$ cat config.mk
export PLATFORM = sky130hd
export DESIGN_NAME = hprw_top
export DESIGN_NICKNAME = d
export VERILOG_FILES = /design/src/shared/hprw_pkg.sv /design/src/rtl/hprw_top.sv
export SDC_FILE = /design/constraint.sdc
export NUM_CORES = 1
export LEC_CHECK = 0
export BUFFER_PORTS_ARGS = -buffer_cell sky130_fd_sc_hd__buf_2
export CORE_MARGIN = 8
export CORE_UTILIZATION = 53
export DETAILED_ROUTE_END_ITERATION = 8
export GPL_TIMING_DRIVEN = 0
export MAX_ROUTING_LAYER = met4
export PLACE_DENSITY = 0.77
export SKIP_LAST_GASP = 1
export SYNTH_ARGS = -nofsm -noshare
export SYNTH_HDL_FRONTEND = slang
export SYNTH_SLANG_ARGS = --single-unit
$ cat constraint.sdc
create_clock -name i_ref_clk -period 3.1 [get_ports i_ref_clk]
set_input_delay 0.155 -clock i_ref_clk [delete_from_list [all_inputs] [get_ports i_ref_clk]]
set_output_delay 0.155 -clock i_ref_clk [all_outputs]
set_load 0.005 [all_outputs]
$ cat src/shared/hprw_pkg.sv
`default_nettype none
package hprw_pkg;
  localparam int CLK_HZ = 250_000_000;
  localparam int TICK_HZ = 32;
  localparam int PWM_HZ = 100;
  localparam int PWM_STEPS = 100;
  localparam int TICK_DIV = CLK_HZ / TICK_HZ;
  localparam int PWM_DIV = CLK_HZ / (PWM_HZ * PWM_STEPS);
  localparam int DIV_W = 23;
  // Gesture and pulse times, counted in slow ticks.
  localparam int PWRON_MS = 250;
  localparam int HOLD_S = 4;
  localparam int RSTP_S = 1;
  localparam int EXT_S = 5;
  localparam logic [7:0] PWRON_TICKS = 8'((PWRON_MS * TICK_HZ + 999) / 1000);
  localparam logic [7:0] HOLD_TICKS = 8'(HOLD_S * TICK_HZ);
  localparam logic [7:0] RSTP_TICKS = 8'(RSTP_S * TICK_HZ);
  localparam logic [7:0] EXT_TICKS = 8'(EXT_S * TICK_HZ);
  localparam logic [5:0] SEC_LAST = 6'(TICK_HZ - 1);
  localparam logic [6:0] PWM_LAST = 7'(PWM_STEPS - 1);
  localparam logic [6:0] DUTY_MAX = 7'h64;
  // Register byte offsets.
  localparam logic [7:0] A_CFG = 8'h00;
  localparam logic [7:0] A_WDOG = 8'h04;
  localparam logic [7:0] A_BAUD = 8'h08;
  localparam logic [7:0] A_GCFG = 8'h0C;
  localparam logic [7:0] A_GSTAT = 8'h10;
  localparam logic [7:0] A_DBG0 = 8'h14;
  localparam logic [7:0] A_DBG1 = 8'h18;
  localparam logic [7:0] A_DBG2 = 8'h1C;
  localparam logic [7:0] A_DBG3 = 8'h20;
  // Function enable bits.
  localparam int FN_AUTO = 0;
  localparam int FN_RINV = 1;
  localparam int FN_PINV = 2;
  localparam int FN_WDACT = 3;
  localparam int FN_BLANK = 4;
  localparam int FN_KRST = 5;
  localparam int FN_KON = 6;
  localparam int FN_KOFF = 7;
  localparam int GPIO_N = 5;
  localparam int PIN_SENSE = 1;
  localparam int PIN_PWR = 2;
  localparam int PIN_RST = 3;
  localparam logic [7:0] FN_RST = 8'h01;
  localparam logic [7:0] PLEN_RST = 8'h20;
  localparam logic [17:0] BAUD_RST = 18'h0_4B00;
  localparam logic [1:0] RESP_OKAY = 2'h0;
  localparam logic [1:0] RESP_SLVERR = 2'h2;
  typedef enum logic [2:0] {
    ST_IDLE, ST_HOLD_ON, ST_HOLD_OFF, ST_HOLD_RST, ST_PON, ST_POFF, ST_PEXT, ST_PRST
  } hprw_st_t;
endpackage
`default_nettype wire

$ cat src/rtl/hprw_top.sv
// Register access over AXI4-Lite and the address map were chosen for this implementation.
`timescale 1ns/100ps
`default_nettype none
module hprw_top #(
  parameter int TICK_DIV = hprw_pkg::TICK_DIV,
  parameter int PWM_DIV = hprw_pkg::PWM_DIV
) (
  // Clock and reset
  input wire logic i_ref_clk,
  input wire logic i_rst_b,
  // AXI4-Lite slave
  input wire logic i_awvalid,
  output logic o_awready,
  input wire logic [7:0] i_awaddr,
  input wire logic i_wvalid,
  output logic o_wready,
  input wire logic [31:0] i_wdata,
  input wire logic [3:0] i_wstrb,
  output logic o_bvalid,
  input wire logic i_bready,
  output logic [1:0] o_bresp,
  input wire logic i_arvalid,
  output logic o_arready,
  input wire logic [7:0] i_araddr,
  output logic o_rvalid,
  input wire logic i_rready,
  output logic [31:0] o_rdata,
  output logic [1:0] o_rresp,
  // General pins, pin 2 power control, pin 3 host reset
  input wire logic [hprw_pkg::GPIO_N-1:0] i_gpio,
  output logic [hprw_pkg::GPIO_N-1:0] o_gpio_o,
  output logic [hprw_pkg::GPIO_N-1:0] o_gpio_oe,
  // Keypad and supply sense
  input wire logic i_rail_sense,
  input wire logic i_key_confirm,
  input wire logic i_key_cancel,
  // System side
  output logic o_blank,
  output logic o_restart,
  output logic [17:0] o_baud
);
  import hprw_pkg::*;

  // ==========================================================
  // State
  // ==========================================================
  typedef struct packed {
    logic awrdy;
    logic bvalid;
    logic [1:0] bresp;
    logic arrdy;
    logic rvalid;
    logic [31:0] rdata;
    logic [1:0] rresp;
  } hprw_bus_t;

  typedef struct packed {
    hprw_bus_t bus;
    logic [7:0] fn;
    logic [7:0] plen;
    logic ssel;
    logic [7:0] wd_to;
    logic [7:0] wd_cnt;
    logic [5:0] wd_sec;
    logic [17:0] baud;
    logic [17:0] baud_act;
    logic [GPIO_N-1:0][6:0] duty;
    logic [GPIO_N-1:0] ufn;
    logic [DIV_W-1:0] div;
    logic [DIV_W-1:0] pdiv;
    logic [6:0] pwm_cnt;
    logic [GPIO_N-1:0] gin;
    logic [GPIO_N-1:0] rise;
    logic [GPIO_N-1:0] fall;
    hprw_st_t st;
    logic [7:0] hold;
    logic wdr;
    logic sense_q;
    logic idle_p;
    logic idle_r;
    logic restart;
    logic blank;
    logic [GPIO_N-1:0] gpio_o;
    logic [GPIO_N-1:0] gpio_oe;
  } hprw_state_t;

  function automatic hprw_state_t hprw_init();
    hprw_state_t s;
    s = '0;
    s.fn = FN_RST;
    s.plen = PLEN_RST;
    s.ssel = 1'b1;
    s.baud = BAUD_RST;
    s.baud_act = BAUD_RST;
    // Sense assumed high so a powered host does not retrigger a restart.
    s.sense_q = 1'b1;
    s.idle_p = 1'b1;
    s.idle_r = 1'b1;
    s.st = ST_IDLE;
    return s;
  endfunction

  hprw_state_t r;
  hprw_state_t n;
  logic sense;
  logic tick;
  logic ptick;
  logic pwr_drv;
  logic rst_drv;
  logic pact;
  logic ract;
  logic wd_act;
  logic [2:0] gidx;
  hprw_bus_t bus_keep;

  assign sense = r.ssel ? i_rail_sense : i_gpio[PIN_SENSE];
  assign tick = (r.div == DIV_W'(TICK_DIV - 1));
  assign ptick = (r.pdiv == DIV_W'(PWM_DIV - 1));
  assign wd_act = (r.wd_to != 8'h00);
  assign gidx = i_wdata[2:0];

  // ==========================================================
  // Next state
  // ==========================================================
  always_comb begin
    bus_keep = '0;
    pwr_drv = 1'b0;
    rst_drv = 1'b0;
    pact = 1'b0;
    ract = 1'b0;
    n = r;
    n.restart = 1'b0;
    n.bus.awrdy = 1'b0;
    n.bus.arrdy = 1'b0;
    n.div = tick ? '0 : r.div + 1'b1;
    n.pdiv = ptick ? '0 : r.pdiv + 1'b1;
    n.sense_q = sense;
    if (ptick) begin
      n.pwm_cnt = (r.pwm_cnt == PWM_LAST) ? '0 : r.pwm_cnt + 1'b1;
    end

    case (r.st)
      ST_IDLE: begin
        n.hold = '0;
        n.wdr = 1'b0;
        if (i_key_confirm && !sense && r.fn[FN_KON]) begin
          n.st = ST_HOLD_ON;
        end else if (i_key_confirm && sense && r.fn[FN_KRST]) begin
          n.st = ST_HOLD_RST;
        end else if (i_key_cancel && sense && r.fn[FN_KOFF]) begin
          n.st = ST_HOLD_OFF;
        end
      end
      ST_HOLD_ON: begin
        if (!i_key_confirm) begin
          n.st = ST_IDLE;
        end else if (r.hold >= PWRON_TICKS) begin
          n.st = ST_PON;
          n.hold = '0;
        end else if (tick) begin
          n.hold = r.hold + 1'b1;
        end
      end
      ST_HOLD_RST: begin
        if (!i_key_confirm) begin
          n.st = ST_IDLE;
        end else if (r.hold >= HOLD_TICKS) begin
          n.st = ST_PRST;
          n.hold = '0;
        end else if (tick) begin
          n.hold = r.hold + 1'b1;
        end
      end
      ST_HOLD_OFF: begin
        if (!i_key_cancel) begin
          n.st = ST_IDLE;
        end else if (r.hold >= HOLD_TICKS) begin
          n.st = ST_POFF;
          n.hold = '0;
        end else if (tick) begin
          n.hold = r.hold + 1'b1;
        end
      end
      ST_PON: begin
        if (r.hold >= r.plen) begin
          n.st = ST_IDLE;
          n.restart = 1'b1;
        end else if (tick) begin
          n.hold = r.hold + 1'b1;
        end
      end
      ST_POFF: begin
        if (r.hold >= r.plen) begin
          n.st = i_key_cancel ? ST_PEXT : ST_IDLE;
          n.hold = '0;
        end else if (tick) begin
          n.hold = r.hold + 1'b1;
        end
      end
      ST_PEXT: begin
        if (!i_key_cancel || r.hold >= EXT_TICKS) begin
          n.st = ST_IDLE;
        end else if (tick) begin
          n.hold = r.hold + 1'b1;
        end
      end
      ST_PRST: begin
        if (r.hold >= RSTP_TICKS) begin
          n.st = ST_IDLE;
          n.restart = !r.wdr;
        end else if (tick) begin
          n.hold = r.hold + 1'b1;
        end
      end
      default: begin
        n.st = ST_IDLE;
      end
    endcase

    if (wd_act && r.wd_cnt == 8'h00) begin
      n.wd_to = '0;
      n.st = ST_PRST;
      n.hold = '0;
      n.wdr = 1'b1;
    end else if (wd_act && tick) begin
      n.wd_sec = (r.wd_sec == SEC_LAST) ? '0 : r.wd_sec + 1'b1;
      if (r.wd_sec == SEC_LAST) begin
        n.wd_cnt = r.wd_cnt - 1'b1;
      end
    end

    // AXI4-Lite write: address and data are taken together.
    if (i_awvalid && i_wvalid && !r.bus.awrdy && !r.bus.bvalid) begin
      n.bus.awrdy = 1'b1;
    end
    if (r.bus.bvalid && i_bready) begin
      n.bus.bvalid = 1'b0;
      n.baud_act = r.baud;
    end
    if (r.bus.awrdy) begin
      n.bus.bvalid = 1'b1;
      n.bus.bresp = RESP_OKAY;
      case (i_awaddr)
        // absent byte lanes keep their value in CFG and WDOG; BAUD takes all 18 bits on lane 0 alone, GCFG ignores strobes
        A_CFG: begin
          if (i_wstrb[0]) begin
            n.fn = i_wdata[7:0];
          end
          if (i_wstrb[1]) begin
            n.plen = i_wdata[15:8];
          end
          if (i_wstrb[2]) begin
            n.ssel = i_wdata[16];
          end
        end
        A_WDOG: begin
          if (i_wstrb[0]) begin
            n.wd_to = i_wdata[7:0];
            n.wd_cnt = i_wdata[7:0];
            n.wd_sec = '0;
          end
        end
        A_BAUD: begin
          if (i_wstrb[0]) begin
            n.baud = i_wdata[17:0];
          end
        end
        A_GCFG: begin
          if (gidx < 3'(GPIO_N) && i_wdata[14:8] <= DUTY_MAX) begin
            n.duty[gidx] = i_wdata[14:8];
            n.ufn[gidx] = i_wdata[16];
          end
        end
        default: begin
          n.bus.bresp = RESP_SLVERR;
        end
      endcase
    end

    // AXI4-Lite read.
    if (i_arvalid && !r.bus.arrdy && !r.bus.rvalid) begin
      n.bus.arrdy = 1'b1;
    end
    if (r.bus.rvalid && i_rready) begin
      n.bus.rvalid = 1'b0;
    end
    if (r.bus.arrdy) begin
      n.bus.rvalid = 1'b1;
      n.bus.rresp = RESP_OKAY;
      n.bus.rdata = '0;
      case (i_araddr)
        A_CFG: n.bus.rdata = {15'h0000, r.ssel, r.plen, r.fn};
        A_WDOG: n.bus.rdata = {23'h00_0000, wd_act, r.wd_cnt};
        A_BAUD: n.bus.rdata = {14'h0000, r.baud};
        A_GSTAT: begin
          n.bus.rdata = {11'h000, r.fall, 3'h0, r.rise, 3'h0, r.gin};
          n.rise = '0;
          n.fall = '0;
        end
        A_DBG1: n.bus.rdata = {r.fn | (8'(wd_act) << FN_WDACT), 24'h00_0000};
        A_DBG2: n.bus.rdata = {7'h00, r.ssel, 16'h0000, r.wd_cnt};
        A_GCFG, A_DBG0, A_DBG3: n.bus.rdata = '0;
        default: n.bus.rresp = RESP_SLVERR;
      endcase
    end

    // slow sampling, set wins over query clear
    if (tick) begin
      n.gin = i_gpio;
      n.rise = n.rise | (i_gpio & ~r.gin);
      n.fall = n.fall | (~i_gpio & r.gin);
    end

    if (sense && !r.sense_q) begin
      n.restart = 1'b1;
    end
    // The bus side survives a restart so no handshake is left hanging.
    if (r.restart) begin
      bus_keep = n.bus;
      n = hprw_init();
      n.bus = bus_keep;
    end

    // idle level captured only while undriven
    if (!r.gpio_oe[PIN_PWR]) begin
      n.idle_p = i_gpio[PIN_PWR];
    end
    if (!r.gpio_oe[PIN_RST]) begin
      n.idle_r = i_gpio[PIN_RST];
    end
    pact = n.fn[FN_AUTO] ? !r.idle_p : n.fn[FN_PINV];
    ract = n.fn[FN_AUTO] ? !r.idle_r : n.fn[FN_RINV];
    pwr_drv = (n.st == ST_PON) || (n.st == ST_POFF) || (n.st == ST_PEXT);
    rst_drv = (n.st == ST_PRST);
    for (int i = 0; i < GPIO_N; i++) begin
      n.gpio_oe[i] = n.ufn[i];
      n.gpio_o[i] = n.ufn[i] && (n.pwm_cnt < n.duty[i]);
    end
    if (!n.ufn[PIN_PWR]) begin
      n.gpio_oe[PIN_PWR] = pwr_drv;
      n.gpio_o[PIN_PWR] = pwr_drv && pact;
    end
    if (!n.ufn[PIN_RST]) begin
      n.gpio_oe[PIN_RST] = rst_drv;
      n.gpio_o[PIN_RST] = rst_drv && ract;
    end
    n.blank = n.fn[FN_BLANK] && !sense;
  end

  always_ff @(posedge i_ref_clk) begin
    if (!i_rst_b) begin
      r <= hprw_init();
    end else begin
      r <= n;
    end
  end

  assign o_awready = r.bus.awrdy;
  assign o_wready = r.bus.awrdy;
  assign o_bvalid = r.bus.bvalid;
  assign o_bresp = r.bus.bresp;
  assign o_arready = r.bus.arrdy;
  assign o_rvalid = r.bus.rvalid;
  assign o_rdata = r.bus.rdata;
  assign o_rresp = r.bus.rresp;
  assign o_gpio_o = r.gpio_o;
  assign o_gpio_oe = r.gpio_oe;
  assign o_blank = r.blank;
  assign o_restart = r.restart;
  assign o_baud = r.baud_act;
endmodule
`default_nettype wire

==> results.ini, run 1 <==
[status]
run_status = finished, violations left
violations = setup timing

[timing]
grt_setup_unrepaired = yes
max_freq_mhz = 322
setup_tns_ns = -0.00562
worst_pin_slew_ns = 1.16
setup_ws_ns = -0.00562
setup_viol = 1
final_max_slew_viol_count = 0
relSlewSlack = 0.220
hold_viol_final = 0
clock-skew-final_ns = 0.0159
fin_crit_ns = 3.11
min_period_over_period = 1.00

[worst_hold_path]
hold_path.class = input port to flip-flop
whs_path_depth = 3
hold_start = i_wdata[13]
hold_path_end = r[199]

[floorplan]
design.core.area_mm2 = 0.0218
die_x_um = 165
rows = 54
die_h_um = 165
num_io_pins = 138
dieArea_mm2 = 0.0273
initial_core_util = 0.540

[worst_setup_path]
critPathKind = input port to flip-flop
start_kind = input port
crit_required_ns = 3.55
regToRegSetupSlack_ns = 0.02
worst_ep_arrival_time_ns = 3.55
r2r-end = o_gpio_o[3]
cp_max_fo = 8
reg2reg_from = o_awready
crit_path_end_kind = flip-flop
reg2regPathDepth = 14

[clock_tree]
clockRootBuffer = clkbuf_16
clockBufferDepth = 3
htreeDepth = 1
cts_tree = yes
insertion_delay_ns = 0.54
cts_sinks = 242
cts_made_buffers = 26
cts.clk_slew.worst_paths_ns = 0.06

[synthesis]
synth_edf_count = 0
synth_area_leaders = dfxtp_1 (41%), nor2_1 (6.0%), nand2_1 (5.7%), ha_1 (4.8%), buf_4 (4.2%)
synth_most_common_cell = dfxtp_1
netlist_area_mm2 = 0.0118
synth.avg_cell_area_um2 = 8.51
synth.top_cells.by_count = dfxtp_1 (242), nor2_1 (189), nand2_1 (180)
synth_ff_type = dfxtp_1
yosys_warnings = 0
async_flop_share = 0
syn_inst = 1384
synth_seq_cells = 242
synth_top_area_cell = dfxtp_1
yosysSeqAreaShare = 0.411
synth_cell_type_count = 80
synth_top_area_share = 0.411

[run]
drv_cap = 0

[route]
drt_first_iter_violations = 917
routed_via_density = 5.67
ant_nets = 0
num_vias = 10600
wirelength_um = 33900
drc = 0
dr.pass1.iters = 6
wl_per_cell_um = 18.1

[layout]
fin_nets = 1687
finish.utilization = 0.651
drive_gt1_frac = 0.205
syn2layout_area_growth_pct = 20.6

[global_route]
grt_max_degree = 14
grt_overflow = 0
grt_pass1_wl_um = 52400
grtUsageTotal = 0.246
antenna_found_initial = 1
grt_pass1_vias = 10100

[place]
portBuffers = 110
place_congestion = 0.956
dpl.hpwl_um = 24000

[pwr]
ir_worst_vdd_mv = 0.481
p_leak_nw = 5.95
p_per_area_mw_per_mm2 = 468

==> layout by cell type (no fill, tap or decap), drive strengths merged, types with 10 or more instances in the layout <==
master and count:
and3 19, nor3 27, dlygate4sd3 24, mux2 29, a21o 12, inv 35
and2 11, ha 45, a32oi 10, xor2 38, nand2 182, nor4 12
nand3 62, clkbuf 92, mux2i 46, nor2 190, buf 214, a21oi 79
o21ai 36, xnor2 21, nand2b 10, a22oi 14, or3 11, dfxtp 242
nand4 22
==> state kept, by name, summed over array words and instances (netlist names) <==
| name | cells |
|---|---|
| o_arready | 1 |
| o_awready | 1 |
| o_baud | 18 |
| o_blank | 1 |
| o_bresp | 1 |
| o_bvalid | 1 |
| o_gpio_o | 5 |
| o_gpio_oe | 2 |
| o_rdata | 29 |
| o_restart | 1 |
| o_rresp | 1 |
| o_rvalid | 1 |
| r | 180 |
==> worst max path at each step <==
stage	slack [ns]	cells after the start	end	from
after floorplan	0.08	12	o_gpio_o[1]	o_awready
after global placement	-0.39	13	o_gpio_o[3]	r[49]
after detailed placement	-0.47	13	o_gpio_o[3]	r[49]
after CTS	-0.005	14	o_gpio_o[3]	r[50]
after global routing	-0.14	16	o_gpio_o[3]	r[50]
final	-0.006	16	o_gpio_o[3]	i_wdata[9]
==> metal layers <==
metal	global-route usage	vias to the layer above	wire, um
li1	-	5127	-
met1	0.310	5028	14300
met2	0.390	395	15700
met3	0.0412	91	2660
met4	0.0975	0	1310
met5	-	-	0
==> area by class of cell <==
type / count / area [um^2]
diodes: 1 / 2.50
plain buffers: 130 / 746
clock buffers: 42 / 792
clock inverters: 6 / 83.8
fillers: 1797 / 7610
inverters: 34 / 128
multi-input cells: 982 / 6280
flip-flops and latches: 242 / 4850
well taps: 280 / 350
repair buffers: 159 / 982
==> report_power, final <==
part	internal, mW	leakage (nW)	total, mW	switching [mW]
clock network	1.91	0.431	3.18	1.27
registers	3.13	1.95	3.15	0.0175
logic	0.115	3.57	0.335	0.220
total	5.15	5.95	6.66	1.50
==> worst max-delay path, cell delays in order <==
cell	delay (ns)
dlygate4sd3_1	0.54
buf_2	0.20
o21ai_0	0.18
a21oi_1	0.17
or3_1	0.39
buf_4	0.17
nor2_4	0.23
buf_4	0.16
mux2_2	0.32
nand2_1	0.09
ha_1	0.26
and4_4	0.17
a21oi_2	0.11
nand2_1	0.08
nor3_2	0.18
o2bb2ai_2	0.14
==> per-stage QoR <==
step	worst slack [ns]	std cells	total power, mW	hold WS, ns	cell area (um^2)
CTS	-0.00454	1866	6.67	0.000447	14000
global route	-0.143	1876	6.86	0.0170	14200
global placement	-0.389	1778	3.50	0.397	12700
floorplan	0.0780	1388	3.36	0.274	11800
detailed placement	-0.466	1778	3.51	0.400	12700
finish	-0.00562	1876	6.66	0.0243	14200
==> kinds of logic (layout without fill, tap and decap cells) <==
| logic type | Yosys count | in the layout | synth area share |
|---|---|---|---|
| multiplexers | 75 | 75 | 0.0668 |
| adder cells (fa/ha/maj) | 45 | 45 | 0.0478 |
| flip-flops | 242 | 242 | 0.411 |
| buffers and inverters | 164 | 371 | 0.0739 |
| XOR/XNOR | 59 | 59 | 0.0439 |
| AO/OA/AOI/OAI | 208 | 208 | 0.115 |
| other | 1 | 6 | 0.000318 |
| AND/OR/NAND/NOR | 590 | 590 | 0.241 |
==> repair_timing <==
action / 4_1_cts / 5_1_grt
hold buffers: 24 / 0
hold endpoints to repair: 51 / 0
endpoints found under the setup margin: 5 / 14
resized for setup: 19 / 27
pin swaps: 15 / 19
buffers inserted: 16 / 9
No activity file was read; power rests on OpenSTA's default activity.
==> inputs of run 2 (changes only) <==
--- a/config.mk
+++ b/config.mk
@@ -5,7 +5,8 @@
 export SDC_FILE = /design/constraint.sdc
 export NUM_CORES = 1
 export LEC_CHECK = 0
-export BUFFER_PORTS_ARGS = -buffer_cell sky130_fd_sc_hd__buf_2
+export ABC_CLOCK_PERIOD_IN_PS = 3100
+export BUFFER_PORTS_ARGS = -buffer_cell sky130_fd_sc_hd__buf_4
 export CORE_MARGIN = 8
 export CORE_UTILIZATION = 53
 export DETAILED_ROUTE_END_ITERATION = 8
==> results.ini, run 2 (synthesized netlist as in run 1, its figures left out) <==
[worst_hold_path]
hold_path.class = input port to flip-flop  ; unchanged

[floorplan]
die_x_um = 165  ; unchanged
die_h_um = 165  ; unchanged
design.core.area_mm2 = 0.0218  ; unchanged
rows = 54  ; unchanged
dieArea_mm2 = 0.0273  ; unchanged
initial_core_util = 0.540  ; unchanged
num_io_pins = 138  ; unchanged

[pwr]
ir_worst_vdd_mv = 0.497  ; was 0.481 mV
p_leak_nw = 5.98  ; was 5.95 nW
p_per_area_mw_per_mm2 = 462  ; was 468 mW/mm^2
total_power_mw = 6.71  ; was 6.66 mW

[route]
drc = 0  ; unchanged
drt_first_iter_violations = 769  ; was 917
num_vias = 10700  ; was 10600
wirelength_um = 34500  ; was 33900 um
ant_nets = 0  ; unchanged
routed_via_density = 5.74  ; was 5.67
dr.pass1.iters = 8  ; was 6
wl_per_cell_um = 18.4  ; was 18.1 um

[layout]
finish.utilization = 0.665  ; was 0.651
regMostFlops = r  ; unchanged
drive_gt1_frac = 0.203  ; was 0.205
fin_nets = 1688  ; was 1687
fill_cells = 1751  ; was 1797
multi_input_comb_area_mm2 = 0.00628  ; about the same
final_cell_mix = dfxtp_1 (235), buf_4 (197), nor2_1 (184), nand2_1 (178), a21oi_1 (76)  ; was dfxtp_1 (238), nor2_1 (184), nand2_1 (177), buf_2 (110), buf_4 (91)
largest_reg_flops = 180  ; unchanged
regArea_mm2 = 0.00486  ; was 0.00485 mm^2
syn2layout_area_growth_pct = 23.2  ; was 20.6%
layout_commonest_cell = dfxtp_1  ; unchanged

[worst_setup_path]
crit_path_end_kind = flip-flop  ; unchanged
cp_max_fo = 4  ; was 8
crit_required_ns = 3.58  ; was 3.55 ns
start_kind = flip-flop  ; was input port
worst_ep_arrival_time_ns = 3.60  ; was 3.55 ns
critPathKind = flip-flop to flip-flop  ; was input port to flip-flop

[status]
run_status = finished, violations left  ; unchanged
violations = setup timing  ; unchanged

[timing]
fin_crit_ns = 3.12  ; was 3.11 ns
final_max_slew_viol_count = 0  ; unchanged
clock-skew-final_ns = 0.0134  ; was 0.0159 ns
setup_viol = 2  ; was 1
grt_setup_unrepaired = yes  ; unchanged
worst_pin_slew_ns = 0.967  ; was 1.16 ns
timing.hold.ws_ns = 0.0471  ; was 0.0243 ns
min_period_over_period = 1.01  ; was 1.00
setup_ws_ns = -0.0199  ; was -0.00562 ns
setup_tns_ns = -0.0302  ; was -0.00562 ns
relSlewSlack = 0.349  ; was 0.220
max_freq_mhz = 321  ; was 322 MHz
hold_viol_final = 0  ; unchanged

[run]
drv_cap = 0  ; unchanged

[global_route]
grt_overflow = 0  ; unchanged
grt_pass1_vias = 10300  ; was 10100
grt_max_degree = 14  ; unchanged
antenna_found_initial = 1  ; unchanged
grt_pass1_wl_um = 53100  ; was 52400 um
grtUsageTotal = 0.248  ; was 0.246

[clock_tree]
insertion_delay_ns = 0.54  ; about the same
clockRootBuffer = clkbuf_16  ; unchanged
cts_sinks = 242  ; unchanged
clockBufferDepth = 3  ; unchanged
cts.clk_slew.worst_paths_ns = 0.06  ; about the same
cts_tree = yes  ; unchanged
cts_made_buffers = 27  ; was 26
htreeDepth = 1  ; unchanged

[place]
portBuffers = 110  ; unchanged
dpl_worst_slack_ns = -0.461  ; was -0.466 ns
dpl.hpwl_um = 24200  ; was 24000 um
place_congestion = 0.931  ; was 0.956

[run 2: cell count changes in the layout (fill, tap and decap cells not counted), sizes merged]
cell / before / now
clkbuf: 92 / 83
clkinv: 3 / 5
dlygate4sd3: 24 / 27
buf: 214 / 211
bufinv: 2 / 4
[run 2: path summary, 6_finish.rpt]
kind	endpoint	from	slack [ns]	cells past startpoint
setup / recovery	o_gpio_o[1]	r[49]	-0.02	14
setup reg to reg	o_gpio_o[1]	r[49]	-0.02	14
hold / removal	o_rresp[1]	i_araddr[6]	0.05	4
hold reg to reg	o_baud[3]	o_baud[3]	0.46	2
[run 2: through the flow]
step           instance area (um^2)  cells
2_1_floorplan                 11800   1388
3_3_place_gp                  13000   1778
3_5_place_dp                  13000   1778
4_1_cts                       14300   1861
5_1_grt                       14500   1871
6_report                      14500   1871
[run 2: per-layer routing]
metal	vias to the layer above	wire, um	global-route usage
met3	86	2580	0.0399
li1	5134	-	-
met2	431	16400	0.413
met5	-	0	-
met4	0	1160	0.0872
met1	5084	14400	0.302
[run 2: final cells by class]
| cell class | count | share of cell area |
|---|---|---|
| Buffer | 130 | 0.0514 |
| Timing Repair Buffer | 159 | 0.0880 |
| Antenna cell | 1 | 0.000172 |
| Multi-Input combinational cell | 982 | 0.433 |
| Inverter | 34 | 0.00879 |
| Tap cell | 280 | 0.0241 |
| Clock inverter | 10 | 0.0111 |
| Sequential cell | 242 | 0.335 |
| Clock buffer | 33 | 0.0488 |
[run 2: critical path, cell delays in order, from the launching register on]
cell and delay [ns]:
dfxtp_4 0.36, ha_4 0.13, and4b_1 0.21, nand4_1 0.15
nor4_4 0.26, nand4_1 0.16, or4b_1 0.51, o211ai_1 0.12
buf_4 0.20, buf_4 0.13, ha_4 0.20, nand4_1 0.13
nor2_1 0.08, a211oi_2 0.22, o311a_1 0.20
[run 2: repair_timing]
action,4_1_cts,5_1_grt
endpoints found under the setup margin,5,7
resized for setup,18,29
hold buffers,27,0
cloned,0,0
pin swaps,9,25
hold endpoints to repair,58,0
buffers inserted,13,9
[run 2: power by group]
part           total [mW]  internal [mW]  switching [mW]
Combinational       0.360          0.137           0.223
Sequential           3.15           3.13          0.0183
Clock                3.21           1.94            1.27
